===== src/msi_pkg.sv =====
// Package for the mode select and send-immediate block.
// Assumes a single 125 MHz clock; shared by the top and its config store.
package msi_pkg;
   // Interface modes
   typedef enum logic [3:0] {
      MSI_MODE_UART,
      MSI_MODE_ASYNC_FIFO,
      MSI_MODE_SYNC_FIFO,
      MSI_MODE_CPU_FIFO,
      MSI_MODE_HALF_DUPLEX,
      MSI_MODE_FAST_SERIAL,
      MSI_MODE_ASYNC_BITBANG,
      MSI_MODE_SYNC_BITBANG,
      MSI_MODE_SERIAL_ENGINE
   } msi_mode_e;

   // Configuration word layout (read from external configuration memory)
   localparam int CFG_MODE_LSB = 0;
   localparam int CFG_MODE_W = 3;
   localparam int CFG_DRIVE_LSB = 3;
   localparam int CFG_SLEW_BIT = 5;
   localparam int CFG_SCHMITT_BIT = 6;
   localparam int CFG_PULLDN_BIT = 7;
   localparam int CFG_W = 8;
   // Configuration mode field codes
   localparam logic [2:0] CFG_SEL_UART = 3'h0;
   localparam logic [2:0] CFG_SEL_FIFO = 3'h1;
   localparam logic [2:0] CFG_SEL_CPU = 3'h2;
   localparam logic [2:0] CFG_SEL_HALF = 3'h3;
   localparam logic [2:0] CFG_SEL_FAST = 3'h4;
   localparam logic [CFG_W-1:0] CFG_RESET_VALUE = 8'h00;

   // Host bit-mode command values
   localparam logic [7:0] BM_RESET = 8'h00;
   localparam logic [7:0] BM_ASYNC_BB = 8'h01;
   localparam logic [7:0] BM_SERIAL_ENGINE = 8'h02;
   localparam logic [7:0] BM_SYNC_BB = 8'h04;
   localparam logic [7:0] BM_FS_HOLD = 8'h10;
   localparam logic [7:0] BM_SYNC_FIFO = 8'h40;

   // Avalon register offsets (byte addresses)
   localparam logic [3:0] REG_CFG = 4'h0;
   localparam logic [3:0] REG_BITMODE = 4'h4;
   localparam logic [3:0] REG_STATUS = 4'h8;
   localparam logic [3:0] REG_SUSPEND = 4'hc;
   localparam logic [31:0] REG_UNMAPPED = 32'h0000_0000;

   // Timing
   localparam int CLK_MHZ = 125;
   localparam int FLUSH_PULSE_NS = 250;
   localparam int WAKE_PULSE_MS = 20;
   // Least low time that counts as a wake request, in clock cycles
   localparam int WAKE_CYCLES = WAKE_PULSE_MS * 1000 * CLK_MHZ;
   localparam int CNT_W = 22;
   // Cycles to fetch the configuration word after reset
   localparam int LOAD_CYCLES = 4;
endpackage


===== src/msi_cfg_if.sv =====
// Interface carrying the configuration load between top and store.
// Assumes both ends share ref_clk_i.
`timescale 1ns/1ps
interface msi_cfg_if;
   import msi_pkg::*;
   logic load;
   logic [CFG_W-1:0] wdata;
   logic [CFG_W-1:0] rdata;
   modport ctrl (output load, output wdata, input rdata);
   modport store (input load, input wdata, output rdata);
endinterface


===== src/msi_cfg_store.sv =====
// Holds the configuration word fetched from external memory.
// Assumes loads come from the top on the same clock.
`timescale 1ns/1ps
module msi_cfg_store
   import msi_pkg::*;
(
   input wire logic ref_clk_i,
   input wire logic reset_i,
   msi_cfg_if.store cfg
);
   typedef struct packed {
      logic [CFG_W-1:0] word;
   } msi_store_s;
   msi_store_s r, next_r;

   // Capture on load; data come out of the register
   always_comb begin
      next_r = r;
      if (cfg.load) begin
         next_r.word = cfg.wdata;
      end
   end

   always_ff @(posedge ref_clk_i) begin
      if (reset_i) begin
         r <= '{word: CFG_RESET_VALUE};
      end else begin
         r <= next_r;
      end
   end

   assign cfg.rdata = r.word;
endmodule // msi_cfg_store


===== src/msi_top.sv =====
// Mode selection and send-immediate/wake-up handling for one bridge channel.
// Assumes an Avalon-MM master on ref_clk_i and a config memory word on cfg_word_i.
//
// The implementer's own choices: the Avalon-MM interface to the registers and the address map.
`timescale 1ns/1ps

// Functional notes
// - Flush/wake input honoured only in FIFO or bit-bang modes.
// - Flush request pushes buffered data out as a short packet now.
// - Falling edge of flush/wake input is the flush request.
// - No wake from suspend while pin pull-downs are enabled.
// - In UART mode the ring indicator input is the wake input.
// - With no other mode selected, run as UART.
// - After each reset load config memory and enter its mode.
// - Host bit-mode command selects bit-bang or serial engine modes.
// - Value 0x40 gives sync FIFO only if config chose FIFO.
// - Pin drive, slew and Schmitt come from config memory.
// - In fast serial mode host may only reset or release controller.
// - Bit-mode 0x10 holds fast serial in reset; 0x00 releases.
module msi_top
   import msi_pkg::*;
(
   input wire logic ref_clk_i,
   input wire logic reset_i,
   // Avalon-MM slave
   input wire logic [3:0] avs_address,
   input wire logic avs_read,
   input wire logic avs_write,
   input wire logic [31:0] avs_writedata,
   input wire logic [3:0] avs_byteenable,
   output logic [31:0] avs_readdata,
   output logic avs_waitrequest,
   // Configuration memory word, stable around reset release
   input wire logic [CFG_W-1:0] cfg_word_i,
   // Pins
   input wire logic flush_wake_req_n_i,
   input wire logic ring_indicator_n_i,
   input wire logic suspended_i,
   // Results
   output msi_mode_e mode_o,
   output logic [1:0] drive_sel_o,
   output logic slew_slow_o,
   output logic schmitt_en_o,
   output logic pulldown_en_o,
   output logic fs_reset_o,
   output logic flush_o,
   output logic wake_o,
   output logic cfg_done_o
);
   typedef struct packed {
      logic [2:0] fw_sync;
      logic [2:0] ring_sync;
      logic [CNT_W-1:0] low_cnt;
      logic wake_sent;
      logic [2:0] load_cnt;
      logic done;
      msi_mode_e mode;
      logic fs_hold;
      logic [7:0] last_bm;
      logic flush;
      logic wake;
      logic ack;
      logic [31:0] rdata;
   } msi_state_s;
   msi_state_s r, next_r;

   msi_cfg_if cfg_bus();

   msi_cfg_store u_msi_cfg_store (
      .ref_clk_i(ref_clk_i),
      .reset_i(reset_i),
      .cfg(cfg_bus)
   );

   // Decode of the configuration mode field
   function automatic msi_mode_e cfg_to_mode(input logic [CFG_W-1:0] w);
      case (w[CFG_MODE_LSB +: CFG_MODE_W])
         CFG_SEL_FIFO: cfg_to_mode = MSI_MODE_ASYNC_FIFO;
         CFG_SEL_CPU: cfg_to_mode = MSI_MODE_CPU_FIFO;
         CFG_SEL_HALF: cfg_to_mode = MSI_MODE_HALF_DUPLEX;
         CFG_SEL_FAST: cfg_to_mode = MSI_MODE_FAST_SERIAL;
         default: cfg_to_mode = MSI_MODE_UART;
      endcase
   endfunction

   // Whether the flush/wake input is offered in a mode
   function automatic logic fw_offered(input msi_mode_e m);
      case (m)
         MSI_MODE_ASYNC_FIFO, MSI_MODE_SYNC_FIFO, MSI_MODE_CPU_FIFO,
         MSI_MODE_ASYNC_BITBANG, MSI_MODE_SYNC_BITBANG: fw_offered = 1'b1;
         default: fw_offered = 1'b0;
      endcase
   endfunction

   logic cfg_fifo;
   logic [7:0] bm_val;
   logic wr_acc;
   logic rd_acc;
   logic fw_fall;
   logic wake_src_n;
   logic offered;

   assign cfg_fifo = cfg_to_mode(cfg_bus.rdata) == MSI_MODE_ASYNC_FIFO;
   assign bm_val = avs_writedata[7:0];
   // Writes land in the cycle waitrequest is low, the edge the master releases on
   assign wr_acc = avs_write && r.ack;
   assign rd_acc = avs_read && !r.ack;
   assign offered = fw_offered(r.mode) && r.done;

   // Wake source: ring indicator in UART mode, else flush/wake pin
   assign wake_src_n = (r.mode == MSI_MODE_UART) ? r.ring_sync[1] : r.fw_sync[1];
   // Only second and third stages are looked at; first stage feeds second only
   assign fw_fall = r.fw_sync[2] && !r.fw_sync[1];

   // Configuration load handshake to the store
   assign cfg_bus.load = !r.done && (r.load_cnt == 3'(LOAD_CYCLES - 1));
   assign cfg_bus.wdata = cfg_word_i;

   // Next-state logic
   always_comb begin
      next_r = r;
      next_r.flush = 1'b0;
      next_r.wake = 1'b0;
      next_r.ack = 1'b0;
      // Two flip-flops before use, third for edge detection
      next_r.fw_sync = {r.fw_sync[1:0], flush_wake_req_n_i};
      next_r.ring_sync = {r.ring_sync[1:0], ring_indicator_n_i};

      // Configuration fetch after reset
      if (!r.done) begin
         next_r.load_cnt = r.load_cnt + 3'h1;
         if (r.load_cnt == 3'(LOAD_CYCLES)) begin
            next_r.done = 1'b1;
            next_r.mode = cfg_to_mode(cfg_bus.rdata);
         end
      end

      // Flush: falling edge while offered gives a one-cycle request
      if (offered && fw_fall) begin
         next_r.flush = 1'b1;
      end

      // Wake: hold low long enough while suspended; a short pulse only flushes
      if (!wake_src_n && (offered || r.mode == MSI_MODE_UART) && r.done) begin
         if (r.low_cnt != CNT_W'(WAKE_CYCLES)) begin
            next_r.low_cnt = r.low_cnt + CNT_W'(1);
         end
      end else begin
         next_r.low_cnt = '0;
         next_r.wake_sent = 1'b0;
      end
      if (r.low_cnt == CNT_W'(WAKE_CYCLES) && !r.wake_sent && suspended_i) begin
         next_r.wake_sent = 1'b1;
         // Pull-downs would load the pin in suspend, so wake is refused
         next_r.wake = !cfg_bus.rdata[CFG_PULLDN_BIT];
      end

      // Avalon access: one wait state, answer in the following cycle
      if (avs_read || avs_write) begin
         next_r.ack = !r.ack;
      end
      if (wr_acc && avs_address == REG_BITMODE && avs_byteenable[0] && r.done) begin
         next_r.last_bm = bm_val;
         if (r.mode == MSI_MODE_FAST_SERIAL) begin
            // Only hold and release are honoured here
            if (bm_val == BM_FS_HOLD) next_r.fs_hold = 1'b1;
            else if (bm_val == BM_RESET) next_r.fs_hold = 1'b0;
         end else begin
            case (bm_val)
               BM_RESET: next_r.mode = cfg_to_mode(cfg_bus.rdata);
               BM_ASYNC_BB: next_r.mode = MSI_MODE_ASYNC_BITBANG;
               BM_SYNC_BB: next_r.mode = MSI_MODE_SYNC_BITBANG;
               BM_SERIAL_ENGINE: next_r.mode = MSI_MODE_SERIAL_ENGINE;
               BM_SYNC_FIFO: begin
                  if (cfg_fifo) next_r.mode = MSI_MODE_SYNC_FIFO;
               end
               default: next_r.mode = r.mode;
            endcase
         end
      end
      if (rd_acc) begin
         case (avs_address)
            REG_CFG: next_r.rdata = {24'h000000, cfg_bus.rdata};
            REG_BITMODE: next_r.rdata = {24'h000000, r.last_bm};
            REG_STATUS: next_r.rdata = {22'h000000, r.fs_hold, r.done, 4'h0,
                                        4'(r.mode)};
            REG_SUSPEND: next_r.rdata = {31'h00000000, suspended_i};
            default: next_r.rdata = REG_UNMAPPED;
         endcase
      end
   end

   // State register; synchronisers reset high to the idle level
   always_ff @(posedge ref_clk_i) begin
      if (reset_i) begin
         r <= '{fw_sync: 3'h7, ring_sync: 3'h7, low_cnt: '0, wake_sent: 1'b0,
                load_cnt: 3'h0, done: 1'b0, mode: MSI_MODE_UART, fs_hold: 1'b0,
                last_bm: 8'h00, flush: 1'b0, wake: 1'b0, ack: 1'b0,
                rdata: 32'h00000000};
      end else begin
         r <= next_r;
      end
   end

   // Outputs
   assign avs_waitrequest = (avs_read || avs_write) && !r.ack;
   assign avs_readdata = r.rdata;
   assign mode_o = r.mode;
   assign drive_sel_o = cfg_bus.rdata[CFG_DRIVE_LSB +: 2];
   assign slew_slow_o = cfg_bus.rdata[CFG_SLEW_BIT];
   assign schmitt_en_o = cfg_bus.rdata[CFG_SCHMITT_BIT];
   assign pulldown_en_o = cfg_bus.rdata[CFG_PULLDN_BIT];
   assign fs_reset_o = r.fs_hold;
   assign flush_o = r.flush;
   assign wake_o = r.wake;
   assign cfg_done_o = r.done;

   // Flush pulse only follows a synchronised falling edge in an offered mode
   chk_flush_cause: assert property (@(posedge ref_clk_i) disable iff (reset_i)
      flush_o |-> $past(offered) && $past(fw_fall))
      else $error("flush without an offered falling edge");
   // Every offered falling edge yields a flush next cycle
   chk_flush_edge: assert property (@(posedge ref_clk_i) disable iff (reset_i)
      (offered && fw_fall) |=> flush_o)
      else $error("falling edge did not flush");
   // Input ignored in UART mode
   chk_flush_ignored: assert property (@(posedge ref_clk_i) disable iff (reset_i)
      (r.mode == MSI_MODE_UART) && (mode_o == MSI_MODE_UART) |=> !flush_o)
      else $error("flush raised in uart mode");
   // Wake never raised with pull-downs enabled
   chk_wake_pulldown: assert property (@(posedge ref_clk_i) disable iff (reset_i)
      pulldown_en_o |-> !wake_o)
      else $error("wake raised with pull-downs");
   // Configuration completes within a bounded time after reset
   chk_cfg_done: assert property (@(posedge ref_clk_i)
      $fell(reset_i) |-> ##[1:8] cfg_done_o)
      else $error("configuration load too slow");
   // Hold value keeps fast serial in reset
   chk_fs_hold: assert property (@(posedge ref_clk_i) disable iff (reset_i)
      (wr_acc && avs_address == REG_BITMODE && avs_byteenable[0] && r.done
       && mode_o == MSI_MODE_FAST_SERIAL && bm_val == BM_FS_HOLD) |=> fs_reset_o)
      else $error("fast serial not held");
   // Mode never leaves fast serial through a host command
   chk_fs_locked: assert property (@(posedge ref_clk_i) disable iff (reset_i)
      (mode_o == MSI_MODE_FAST_SERIAL && r.done) |=> mode_o == MSI_MODE_FAST_SERIAL)
      else $error("fast serial mode changed");
   // Sync FIFO only reachable when configured for FIFO
   chk_sync_fifo: assert property (@(posedge ref_clk_i) disable iff (reset_i)
      (mode_o == MSI_MODE_SYNC_FIFO) |-> cfg_fifo)
      else $error("sync fifo without fifo config");
   // Mode stable without a bit-mode write
   chk_mode_hold: assert property (@(posedge ref_clk_i) disable iff (reset_i)
      (cfg_done_o && !(wr_acc && avs_address == REG_BITMODE)) |=> $stable(mode_o))
      else $error("mode changed without command");
   // In UART mode a low ring indicator advances the wake count
   chk_ring_wake_count: assert property (@(posedge ref_clk_i) disable iff (reset_i)
      (r.done && r.mode == MSI_MODE_UART && !r.ring_sync[1]) |=> r.low_cnt != '0)
      else $error("ring indicator not counted in uart mode");
endmodule // msi_top


===== config.mk =====
export PLATFORM = sky130hd
export DESIGN_NAME = msi_top
export DESIGN_NICKNAME = d
export VERILOG_FILES = /design/src/msi_pkg.sv /design/src/msi_cfg_if.sv /design/src/msi_cfg_store.sv /design/src/msi_top.sv
export SDC_FILE = /design/constraint.sdc
export NUM_CORES = 1
export LEC_CHECK = 0
export BUFFER_PORTS_ARGS = -buffer_cell sky130_fd_sc_hd__buf_2
export CORE_ASPECT_RATIO = 2
export CORE_MARGIN = 2
export CORE_UTILIZATION = 50
export CTS_BUF_LIST = sky130_fd_sc_hd__clkbuf_2
export CTS_CLUSTER_SIZE = 14
export DETAILED_ROUTE_END_ITERATION = 12
export PLACE_DENSITY_LB_ADDON = 0.1
export RECOVER_POWER = 100
export SLEW_MARGIN = 20
export SYNTH_ARGS = -nofsm -noshare
export SYNTH_HDL_FRONTEND = slang
export SYNTH_SLANG_ARGS = --single-unit

===== constraint.sdc =====
create_clock -name ref_clk_i -period 3.78 [get_ports ref_clk_i]
set_input_delay 0.378 -clock ref_clk_i [delete_from_list [all_inputs] [get_ports ref_clk_i]]
set_output_delay 0.378 -clock ref_clk_i [all_outputs]
set_load 0.05 [all_outputs]

======== Yosys cells after proc, flatten, opt, wreduce, memory -nomap -nowiden ========
Index checks and enable logic that the tools add are counted.
cells by class
  $add $sub $neg .......................... 2
  equality and inequality tests ........... 25
  mux-type cells .......................... 16
  bitwise gates (word level) .............. 3
  reductions and logical operators ........ 31
operators with widths
  cell                                                   count
  case mux 10 bit (4 select lines)                       1
  adder 22 x 1 -> 22 bit, second input constant          1
  == test 22 bit, second input constant                  1
  inequality test 22 bit, second input constant          1
  case mux 4 bit (5 select lines)                        1
  == test 4 x 3 -> 1 bit, second input constant          4
  logical AND 1 bit                                      14
  2-to-1 mux 13 bit                                      1
  case mux 3 bit (4 select lines)                        1
  2-to-1 mux 5 bit                                       2
  == test 3 x 2 -> 1 bit, second input constant          3
  == test 4 x 1 -> 1 bit, second input constant          2
  == test 4 x 2 -> 1 bit, second input constant          2
  == test 4 bit, second input constant                   2
  == test 8 x 1 -> 1 bit, second input constant          1
  == test 8 x 2 -> 1 bit, second input constant          1
  == test 8 x 3 -> 1 bit, second input constant          1
  == test 8 x 5 -> 1 bit, second input constant          1
  == test 8 x 7 -> 1 bit, second input constant          1
  zero test 4 bit                                        2
  zero test 8 bit                                        1
  2-to-1 mux 1 bit                                       8
  2-to-1 mux 4 bit                                       2
  inequality test 7 x 1 -> 1 bit, second input constant  1
  11 further kinds                                       22
storage, ports and cells
  register bits ........................... 88
  logic and storage cells ................. 91

======== Logic depth before layout (Yosys ltp) ========
Gate-level depths: netlist (run 1).
  depth in word-level cells ............... 9
  depth in mapped cells ................... 7

======== By module ========
Synthesis (run 1) repeated with hierarchy kept, for this count alone.
unflattened totals
  cell total of the unflattened synthesis .. 362
  area total of the unflattened synthesis .. 3289.4 um^2
by module, submodules not included
  module         instances  cells an instance  area each (um^2)
  msi_top        1          336                3004.1
  msi_cfg_store  1          26                 285.3

======== Worst setup path after synthesis (run 1) ========
No wires, ideal clock.
  path kind ............................... register to register
  start ................................... reg r (netlist bit cfg_done_o)
  end ..................................... reg r (netlist bit mode_o[2])
  setup time .............................. 127 ps
  data arrival time ....................... 1819 ps
  path slack .............................. 1834 ps
  stages on the path, launching flop included .. 6
  buffers on the path ..................... 1
  clock period less this slack ............ 1946 ps
  path through ............................ dfxtp_1 clkbuf_1 nand3b_1 mux2i_1 nor3b_1 or3_1
between the ends
  cells in the longest elaborated chain, start to end .. 5
  elaborated cells on any way between the ends .. 7
  those cells by class .................... eq/ne (1); mux (5); reduce/logical (1)
RTL lines
  element                          RTL line        RTL
  start: declaration               msi_top.sv:65   msi_state_s r, next_r;
  start signal: assignment         msi_top.sv:196  r <= '{fw_sync: 3'h7, ring_sync: 3'h7, low_cnt: '0, wake_sent: 1'b0,
  start signal: assignment         msi_top.sv:201  r <= next_r;
  2-to-1 mux 5 bit                 msi_top.sv:130  if (!r.done) begin
  2-to-1 mux 4 bit                 msi_top.sv:175  if (cfg_fifo) next_r.mode = MSI_MODE_SYNC_FIFO;
  case mux 4 bit (5 select lines)  msi_top.sv:169  case (bm_val)
  2-to-1 mux 4 bit                 msi_top.sv:164  if (r.mode == MSI_MODE_FAST_SERIAL) begin
  2-to-1 mux 13 bit                msi_top.sv:162  if (wr_acc && avs_address == REG_BITMODE && avs_byteenable[0] && r.done) begin
Several ways; a longest one is shown, not always the timed one.
A chain may end at the register's enable or synchronous reset.

==> run metrics, run 1 <==
fin nets 483; Reg area 1320 µm²; Die Span X 62.1 µm; Final Util 54.5%; Worst Path Required 4170 ps; area of the multi-input gates 1710 µm²; DRT Wirelength 7280 µm; placed insts 499; failing checks max-capacitance violations, max-slew violations; largest family of logic cells by synthesized area simple AND/OR/NAND/NOR gates; Setup Crit Path Kind primary input to flip-flop; Starting Density 51.3%; Seq/Total Area, Yosys 39.2%; Critical Path Start Type primary input; Netlist cell types 50; hold path depth 2; Synth area leaders dfxtp_1 39%, buf_4 8.5%, mux2i_1 6.5%; startpoint of the worst hold path ring_indicator_n_i; core region area 6570 µm²; Yosys top cell area share 39.2%; area grow syn2layout 6.27%; clock-pin slew on the worst setup and hold paths 190 ps; top-count cell post-synth dfxtp_1; Critical Path End Type flip-flop; number of synthesized flops with an enable pin 0; First-pass DRT Iterations 4; clock net sink count 66; Worst Hold Endpoint next_r[76]; DRC viols 0; Lkg Pwr 1.29 nW; fin crit share 65.3%; worst skew pair latency 510 ps; Yosys reg bits 66; fraction of registers with async set or reset after synthesis 0%; grt met2 use 35.5%; Layout fillers 668; Mapped Cells 396; Adder-Cell Fraction of Synth Area 2.15%; Antenna Violating Nets Remaining 0; CTS resizes 0; Top Ports 101; Design Power 1.49 mW; Post-Synth XOR/XNOR Area 5.72%; die height 120 µm; all-layer global routing usage 20.8%; syn_area_per_cell 8.51 µm²; wire per inst 14.1 µm; yosys warns 0; # H-tree levels 3; RD Place Congestion 0.830; Final Non-Filler Cells 516; fmax 0.405 GHz; area leader, netlist dfxtp_1; Hold WC Path Type primary input to flip-flop; CP Max Fanout 46; mux cell area share after synthesis 6.53%; GRT Max-Usage Layer met2; TNS Setup 0 ps; reg2reg path depth 5; initial antenna violation count 0; vias in the first global route 2433; Synth top cells by count 66 x dfxtp_1, 55 x nor2_1, 38 x buf_4, 33 x nand2_1; ys flop type dfxtp_1; remaining global-route overflow 0; Max IR drop VDD 0.252 mV; pins over their slew limit 47; diodes inserted 0; die area 7450 µm²; data arrival time of the critical path 2860 ps; fin crit period 2470 ps; Clock Skews 17.3 ps; Port Buffer Count 51; status finished with violations; Setup violations, final 0; r2r startpoint r[63]; complex-gate fraction of the synthesized area 8.46%; Reg2Reg Setup Slack 1460 ps; CTS tree built; Min Hold Slack 50.8 ps; largest net degree at the start of global routing 47; Rows 42; met1 usage 23.1%; RSZ-0062 raised after global routing false; DR vias/cell 5.25; Num CTS Buffers 9; Mapped Area 3370 µm²; DRT iter0 DRCs 142; PD cells 417 nW/µm²; clock root cell clkbuf_2; via count 2708; final hold violations 0; GR Util met3 5.60%; share of layout cells above drive strength 1 11.4%; Synth Area in Simple Gates 25.6%; r2r endpoint r[52]; Rel. slew slack -27.6%; largest buffer count on any clock path 2; post-detail-place hpwl 5400 µm; first-pass GRT wire length 11500 µm; max-cap viol count 1; worst slew pin tran 1910 ps
[registers in the layout, indices dropped and copies added, names as in the netlist]
register / count
r: 36
avs_readdata: 10
u_msi_cfg_store.cfg.rdata: 8
mode_o: 4
next_r: 4
cfg_done_o: 1
flush_o: 1
fs_reset_o: 1
wake_o: 1
[cell families after synthesis]
kind of cell | Yosys count
and+or+nand+nor | 166
AOI/OAI and AO/OA | 48
buffers and inverters | 65
muxes | 22
xor gates and xnor gates | 22
adders and majority gates | 6
other | 1
DFF | 66
[layout by cell type (no fill, tap or decap), drive strengths merged, types with 5 or more instances in the layout]
cell | netlist | final
xor2 | 16 | 16
nand4 | 6 | 6
buf | 43 | 26
conb | 1 | 22
nand2b | 8 | 8
nor4 | 6 | 6
inv | 8 | 8
nand2 | 33 | 33
dfxtp | 66 | 66
a21oi | 22 | 22
ha | 5 | 5
nand3 | 8 | 8
clkbuf | 14 | 35
mux2i | 22 | 22
nor2 | 55 | 55
or2 | 5 | 5
o21ai | 9 | 9
nor3 | 14 | 14
xnor2 | 6 | 6
[critical path, cell delays in order]
cell	delay (ps)
clkbuf_1	1340
nor4b_1	70
o21ai_0	190
o31ai_1	120
nand2_1	600
mux2i_1	150
[per-layer routing]
layer | vias up | wire [µm]
met5 | - | 0
met4 | 0 | 125
met3 | 11 | 280
met2 | 59 | 4030
met1 | 1285 | 2850
li1 | 1353 | -
[repair_timing]
| action | 4_1_cts | 5_1_grt |
|---|---|---|
| endpoints found under the hold margin | 1 | 0 |
| buffers inserted | 0 | 0 |
| hold buffers | 1 | 0 |
[how the worst max path moves through the flow]
stage | start | endpoint | slack [ps]
after global placement | reset_i | r[52] | 1370
after floorplan | cfg_done_o | mode_o[2] | 1830
after detailed placement | reset_i | r[73] | 1350
after CTS | cfg_done_o | mode_o[2] | 1550
after global routing | reset_i | r[52] | 1010
final | reset_i | r[52] | 1310
[final cells by class]
type / count / area share [%]
multi-input cells: 286 / 47.7
clock inverters: 6 / 3.60
inverters: 8 / 0.838
repair buffers: 52 / 6.53
clock buffers: 10 / 1.40
well taps: 88 / 3.07
flip-flops and latches: 66 / 36.9
[through the flow]
stage,setup WS [ps],instance area (µm²)
2_1_floorplan,1830,3450
3_3_place_gp,1370,3430
3_5_place_dp,1350,3430
4_1_cts,1550,3620
5_1_grt,1010,3580
6_report,1310,3580
[power by group]
group          switching [mW]  total (mW)  leakage (nW)  internal, mW
logic                   0.123       0.166         0.654        0.0426
clock network           0.252       0.603         0.104         0.351
registers              0.0154       0.726         0.534         0.710
Note: power is estimated with default switching activity, not from simulation.
==> run 2, diff against run 1 <==
==> constraint.sdc (replaced) <==
create_clock -name ref_clk_i -period 2.5 [get_ports ref_clk_i]
set_input_delay 0.25 -clock ref_clk_i [delete_from_list [all_inputs] [get_ports ref_clk_i]]
set_output_delay 0.25 -clock ref_clk_i [all_outputs]
set_load 0.05 [all_outputs]
==> run 2 against run 1 <==
Net effect:
- critical endpoint is now cfg_done_o
- cell count is 5.0% higher
- register-to-register slack got worse by 1100 ps
- final area up 4.1%
- die area is the same
- sequential power increased by 50%
- clock skew shrank 1.5 ps
- the run now ends clean
- total power grew 32%
- clock power shrank 1%
==> run metrics, run 2 (synthesized netlist as in run 1, its figures left out) <==
Port Buffer Count 51 (unchanged); CTS resizes 0 (unchanged); Setup violations, final 0 (unchanged); worst slew pin tran 666 ps (-1250 ps); post-detail-place hpwl 5530 µm (+2.4%); most common cell after layout, fill and taps aside dfxtp_1; Clock Skews 15.8 ps (-1.53 ps); max reg flops 36 (unchanged); initial antenna violation count 0 (unchanged); # H-tree levels 3 (unchanged); PD cells 527 nW/µm² (+26%); Starting Density 51.3% (unchanged); Final Util 56.8% (+2.2 points); core region area 6570 µm² (unchanged); post-CTS setup repair buffer count 0 (unchanged); clock net sink count 66 (unchanged); Max IR drop VDD 0.307 mV (+22%); via count 2811 (+3.8%); worst skew pair latency 500 ps (about the same); max-cap viol count 0 (-1); all-layer global routing usage 21.6% (+0.85 points); Num CTS Buffers 9 (unchanged); Worst Path Required 2250 ps (-1920 ps); Rows 42 (unchanged); hold_buf cts 15 (+14); reg2reg path depth 7 (+2); share of layout cells above drive strength 1 12.6% (+1.1 points); DR vias/cell 5.19 (-1.2%); clock-pin slew on the worst setup and hold paths 150 ps (-40 ps); Top Ports 101 (unchanged); Final Non-Filler Cells 542 (+5.0%); first-pass GRT wire length 12000 µm (+4.0%); area grow syn2layout 10.7%; Die Span X 62.1 µm (unchanged); fin crit share 85.0%; Crit. Startpoint cfg_done_o; area of the multi-input gates 1710 µm² (+0.29%); remaining global-route overflow 0 (unchanged); wire per inst 13.8 µm (-2.6%); status finished clean; fin crit period 2120 ps; DRT Wirelength 7450 µm (+2.3%); DRC viols 0 (unchanged); RD Place Congestion 0.887 (+6.8%); vias in the first global route 2600 (+6.9%); Lkg Pwr 1.37 nW (+5.8%); final hold violations 0 (unchanged); fin nets 509 (+5.4%); TNS Setup 0 ps (unchanged); Critical Path End Type primary output; r2r startpoint cfg_done_o; data arrival time of the critical path 1870 ps (-990 ps); die height 120 µm (unchanged); Biggest register r; CP Max Fanout 12 (-74%); clock root cell clkbuf_2; RSZ-0062 raised after global routing false; startpoint of the worst hold path avs_read; largest net degree at the start of global routing 33 (-30%); placed insts 510 (+2.2%); hold path depth 3 (+1); Hold WC Path Type primary input to flip-flop; Layout fillers 663 (-0.75%); Setup Crit Path Kind flip-flop to primary output; diodes inserted 0 (unchanged); most frequent cells in the layout 66 x dfxtp_1, 55 x nor2_1, 33 x nand2_1; Reg area 1320 µm² (unchanged); First-pass DRT Iterations 4 (unchanged); Antenna Violating Nets Remaining 0 (unchanged); die area 7450 µm² (unchanged); CTS tree built; fmax 0.471 GHz; Critical Path Start Type flip-flop; pins over their slew limit 0 (-100%); DRT iter0 DRCs 139 (-2.1%); largest buffer count on any clock path 2 (unchanged); Rel. slew slack 55.6% (+83 points)
run 2: cell count changes in the layout (fill, tap and decap cells not counted), sizes merged:
cell	previous run	this run
buf	26	33
bufinv	4	1
clkbuf	35	41
dlygate4sd3	1	16
clkinv	2	3
run 2: power breakdown:
part | internal [mW] | total [mW] | leakage [nW] | switching, mW
clock | 0.236 | 0.597 | 0.0710 | 0.361
combinational | 0.0814 | 0.277 | 0.762 | 0.196
sequential | 1.07 | 1.09 | 0.534 | 0.0193
run 2: critical path, stage by stage (launching register included):
cell	delay, ps
dfxtp_1	380
clkbuf_1	470
clkbuf_1	540
run 2: through the flow:
stage | setup slack, ps | hold slack [ps] | cell area (µm²) | total power [mW]
finish | 375 | 61.8 | 3730 | 1.97
global placement | 468 | 393 | 3520 | 1.37
CTS | 433 | 17.4 | 3770 | 1.99
floorplan | 554 | 354 | 3450 | 1.35
detailed placement | 446 | 397 | 3520 | 1.38
global route | 217 | 13.6 | 3730 | 2.07
run 2: path summary, 6_finish.rpt:
check	slack (ps)	to
worst min-delay path	60	r[32]
worst max-delay path	380	cfg_done_o
worst max register to register	380	r[73]
worst min register to register	420	flush_o
run 2: layout make-up:
cell class,count,area share [%]
multi-input cells,286,45.9
inverters,8,0.805
flip-flops and latches,66,35.4
clock buffers,12,1.61
clock inverters,4,1.14
well taps,88,2.95
repair buffers,78,12.1
run 2: routing by layer:
metal  GRT usage [%]  part of all wire (%)  up-vias
met3            6.36                   4.0       15
li1                -                     -     1413
met1            23.2                    39     1324
met4            9.71                   2.2        0
met5               0                     0        -
met2            36.8                    55       59
==> run 3, diff against run 2 <==
--- a/config.mk
+++ b/config.mk
@@ -8,7 +8,7 @@
 export BUFFER_PORTS_ARGS = -buffer_cell sky130_fd_sc_hd__buf_2
 export CORE_ASPECT_RATIO = 2
 export CORE_MARGIN = 2
-export CORE_UTILIZATION = 50
+export CORE_UTILIZATION = 48
 export CTS_BUF_LIST = sky130_fd_sc_hd__clkbuf_2
 export CTS_CLUSTER_SIZE = 14
 export DETAILED_ROUTE_END_ITERATION = 12
==> constraint.sdc (replaced) <==
create_clock -name ref_clk_i -period 1.95 [get_ports ref_clk_i]
set_input_delay 0.195 -clock ref_clk_i [delete_from_list [all_inputs] [get_ports ref_clk_i]]
set_output_delay 0.195 -clock ref_clk_i [all_outputs]
set_load 0.05 [all_outputs]
==> run 3 against run 2 <==
Net effect:
- non-clock buffer count rose by 20
- register-to-register slack got worse by 250 ps
- worst hold slack gained 17 ps
- cell count up 4.2%
- total power increased by 36%
- critical path depth increased by 4
- worst setup slack lost 250 ps
- combinational power up 35%
- utilization increased by 0.23 points
- clock skew up 14 ps
- sequential cell count unchanged
- critical endpoint is now r[72]
==> run metrics, run 3 (synthesized netlist as in run 1, its figures left out) <==
status finished clean; Die Span X 63.3 µm (+1.9%); fin crit share 93.7%; fin nets 529 (+3.9%); Lkg Pwr 1.47 nW (+7.8%); hold path depth 4 (+1); final hold violations 0 (unchanged); DRC viols 0 (unchanged); r2r endpoint r[72]; first-pass GRT wire length 12800 µm (+6.7%); Max IR drop VDD 0.501 mV (+63%); clock net sink count 66 (unchanged); Rel. slew slack 43.5% (-12 points); Antenna Violating Nets Remaining 0 (unchanged); Rows 43 (+2.4%); initial antenna violation count 1 (+1); CP Max Fanout 5 (-7); max reg flops 36 (unchanged); PD cells 681 nW/µm² (+29%); Biggest register r; DR vias/cell 5.13 (-1.1%); fin crit period 1830 ps; Design Power 2.67 mW (+36%); die height 123 µm (+2.0%); Reg2Reg Setup Slack 120 ps (-250 ps); RD Place Congestion 0.874 (-1.4%); # H-tree levels 3 (unchanged); startpoint of the worst hold path avs_writedata[2]; Hold WC Path Type primary input to flip-flop; Num CTS Buffers 9 (unchanged); CTS tree built; via count 2897 (+3.1%); wire per inst 14.1 µm (+2.6%); Setup violations, final 0 (unchanged); placed insts 530 (+3.9%); placed cell areas 3650 µm² (+3.9%); clock-pin slew on the worst setup and hold paths 190 ps (+40 ps); clock root cell clkbuf_2; post-detail-place hpwl 5900 µm (+6.7%); RSZ-0062 raised after global routing false; remaining global-route overflow 0 (unchanged); First-pass DRT Iterations 4 (unchanged); Critical Path Start Type flip-flop; Final Util 57.0% (+0.23 points); die area 7750 µm² (+4.0%); share of layout cells above drive strength 1 16.2% (+3.7 points); Worst Path Required 2370 ps (+120 ps); reg2reg path depth 6 (-1); area grow syn2layout 16.5%; vias in the first global route 2800 (+7.7%); DRT iter0 DRCs 127 (-8.6%); fmax 0.547 GHz; Layout fillers 709 (+6.9%); r2r startpoint r[61]; Final Non-Filler Cells 565 (+4.2%); pins over their slew limit 0 (unchanged); Final Instance Area 3930 µm² (+5.3%); largest buffer count on any clock path 2 (unchanged); Port Buffer Count 51 (unchanged); worst slew pin tran 848 ps (+182 ps); worst skew pair latency 530 ps (+30 ps); Critical Path End Type flip-flop; largest net degree at the start of global routing 45 (+36%); Clock Skews 29.3 ps (+13.5 ps); Setup Crit Path Kind flip-flop to flip-flop; max-cap viol count 0 (unchanged); DRT Wirelength 7970 µm (+6.9%); TNS Setup 0 ps (unchanged); core region area 6890 µm² (+4.8%); all-layer global routing usage 21.6% (-0.079 points); Starting Density 48.9% (-2.4 points); Worst Hold Endpoint r[37]; post-CTS setup repair buffer count 0 (unchanged); data arrival time of the critical path 2250 ps (+380 ps); most common cell after layout, fill and taps aside dfxtp_1; most frequent cells in the layout 66 x dfxtp_1, 55 x nor2_1, 33 x nand2_1; Top Ports 101 (unchanged)
==> run 3: cell count changes in the layout (fill, tap and decap cells not counted), sizes merged <==
| cell | previous run | this run |
|---|---|---|
| buf | 33 | 49 |
| dlygate4sd3 | 16 | 18 |
| bufinv | 1 | 2 |
| clkbuf | 41 | 40 |
| clkinv | 3 | 4 |
| clkinvlp | 0 | 1 |
| diode | 0 | 1 |
==> run 3: worst max path at each step <==
stage / startpoint / endpoint / slack [ps] / cells past startpoint
2_1_floorplan: cfg_done_o / mode_o[2] / 4 / 5
3_3_place_gp: avs_writedata[3] / mode_o[2] / 60 / 6
3_5_place_dp: avs_writedata[3] / mode_o[2] / 60 / 6
4_1_cts: r[57] / r[74] / 60 / 6
5_1_grt: r[62] / r[74] / 2 / 6
6_report: r[61] / r[72] / 120 / 6
==> run 3: where the power goes <==
group	switching (mW)	leakage (nW)	internal (mW)
clock	0.489	0.0744	0.409
combinational	0.255	0.865	0.120
sequential	0.0238	0.534	1.38
==> run 3: per-layer routing <==
layer / up-vias / global-route usage [%] / share of wire, %
met5: - / 0 / 0
met4: 0 / 12.1 / 2.6
met3: 13 / 4.03 / 3.1
met2: 67 / 41.6 / 57
met1: 1366 / 21.0 / 37
li1: 1451 / - / -
==> run 3: critical path, cell delays in order, from the launching register on <==
cell and delay [ps]:
dfxtp_1 440, nand4_1 230, nor4b_2 450, clkbuf_1 260
nand4_1 150, xor2_1 160, nor2_1 50
==> run 3: through the flow <==
| stage | hold WS, ps | worst slack, ps |
|---|---|---|
| global placement | 378 | 61.1 |
| global route | 63.1 | 1.55 |
| finish | 78.5 | 122 |
| CTS | 21.6 | 55.7 |
| floorplan | 299 | 3.74 |
| detailed placement | 384 | 57.8 |
==> run 3: repair_timing <==
item | CTS | global route
gates resized for setup | 0 | 5
hold endpoints to repair | 19 | 0
setup endpoints to repair | 0 | 8
hold buffers | 18 | 0
==> run 3: area by class of cell <==
class	instances	area (µm²)	share of cell area, %
clock buffer	9	45.0	1.15
clock inverter	7	83.8	2.14
tap	90	113	2.87
timing repair buffer	98	607	15.5
antenna	1	2.50	0.0637
sequential	66	1320	33.7
multi-input combinational	286	1720	43.9
inverter	8	30.0	0.765
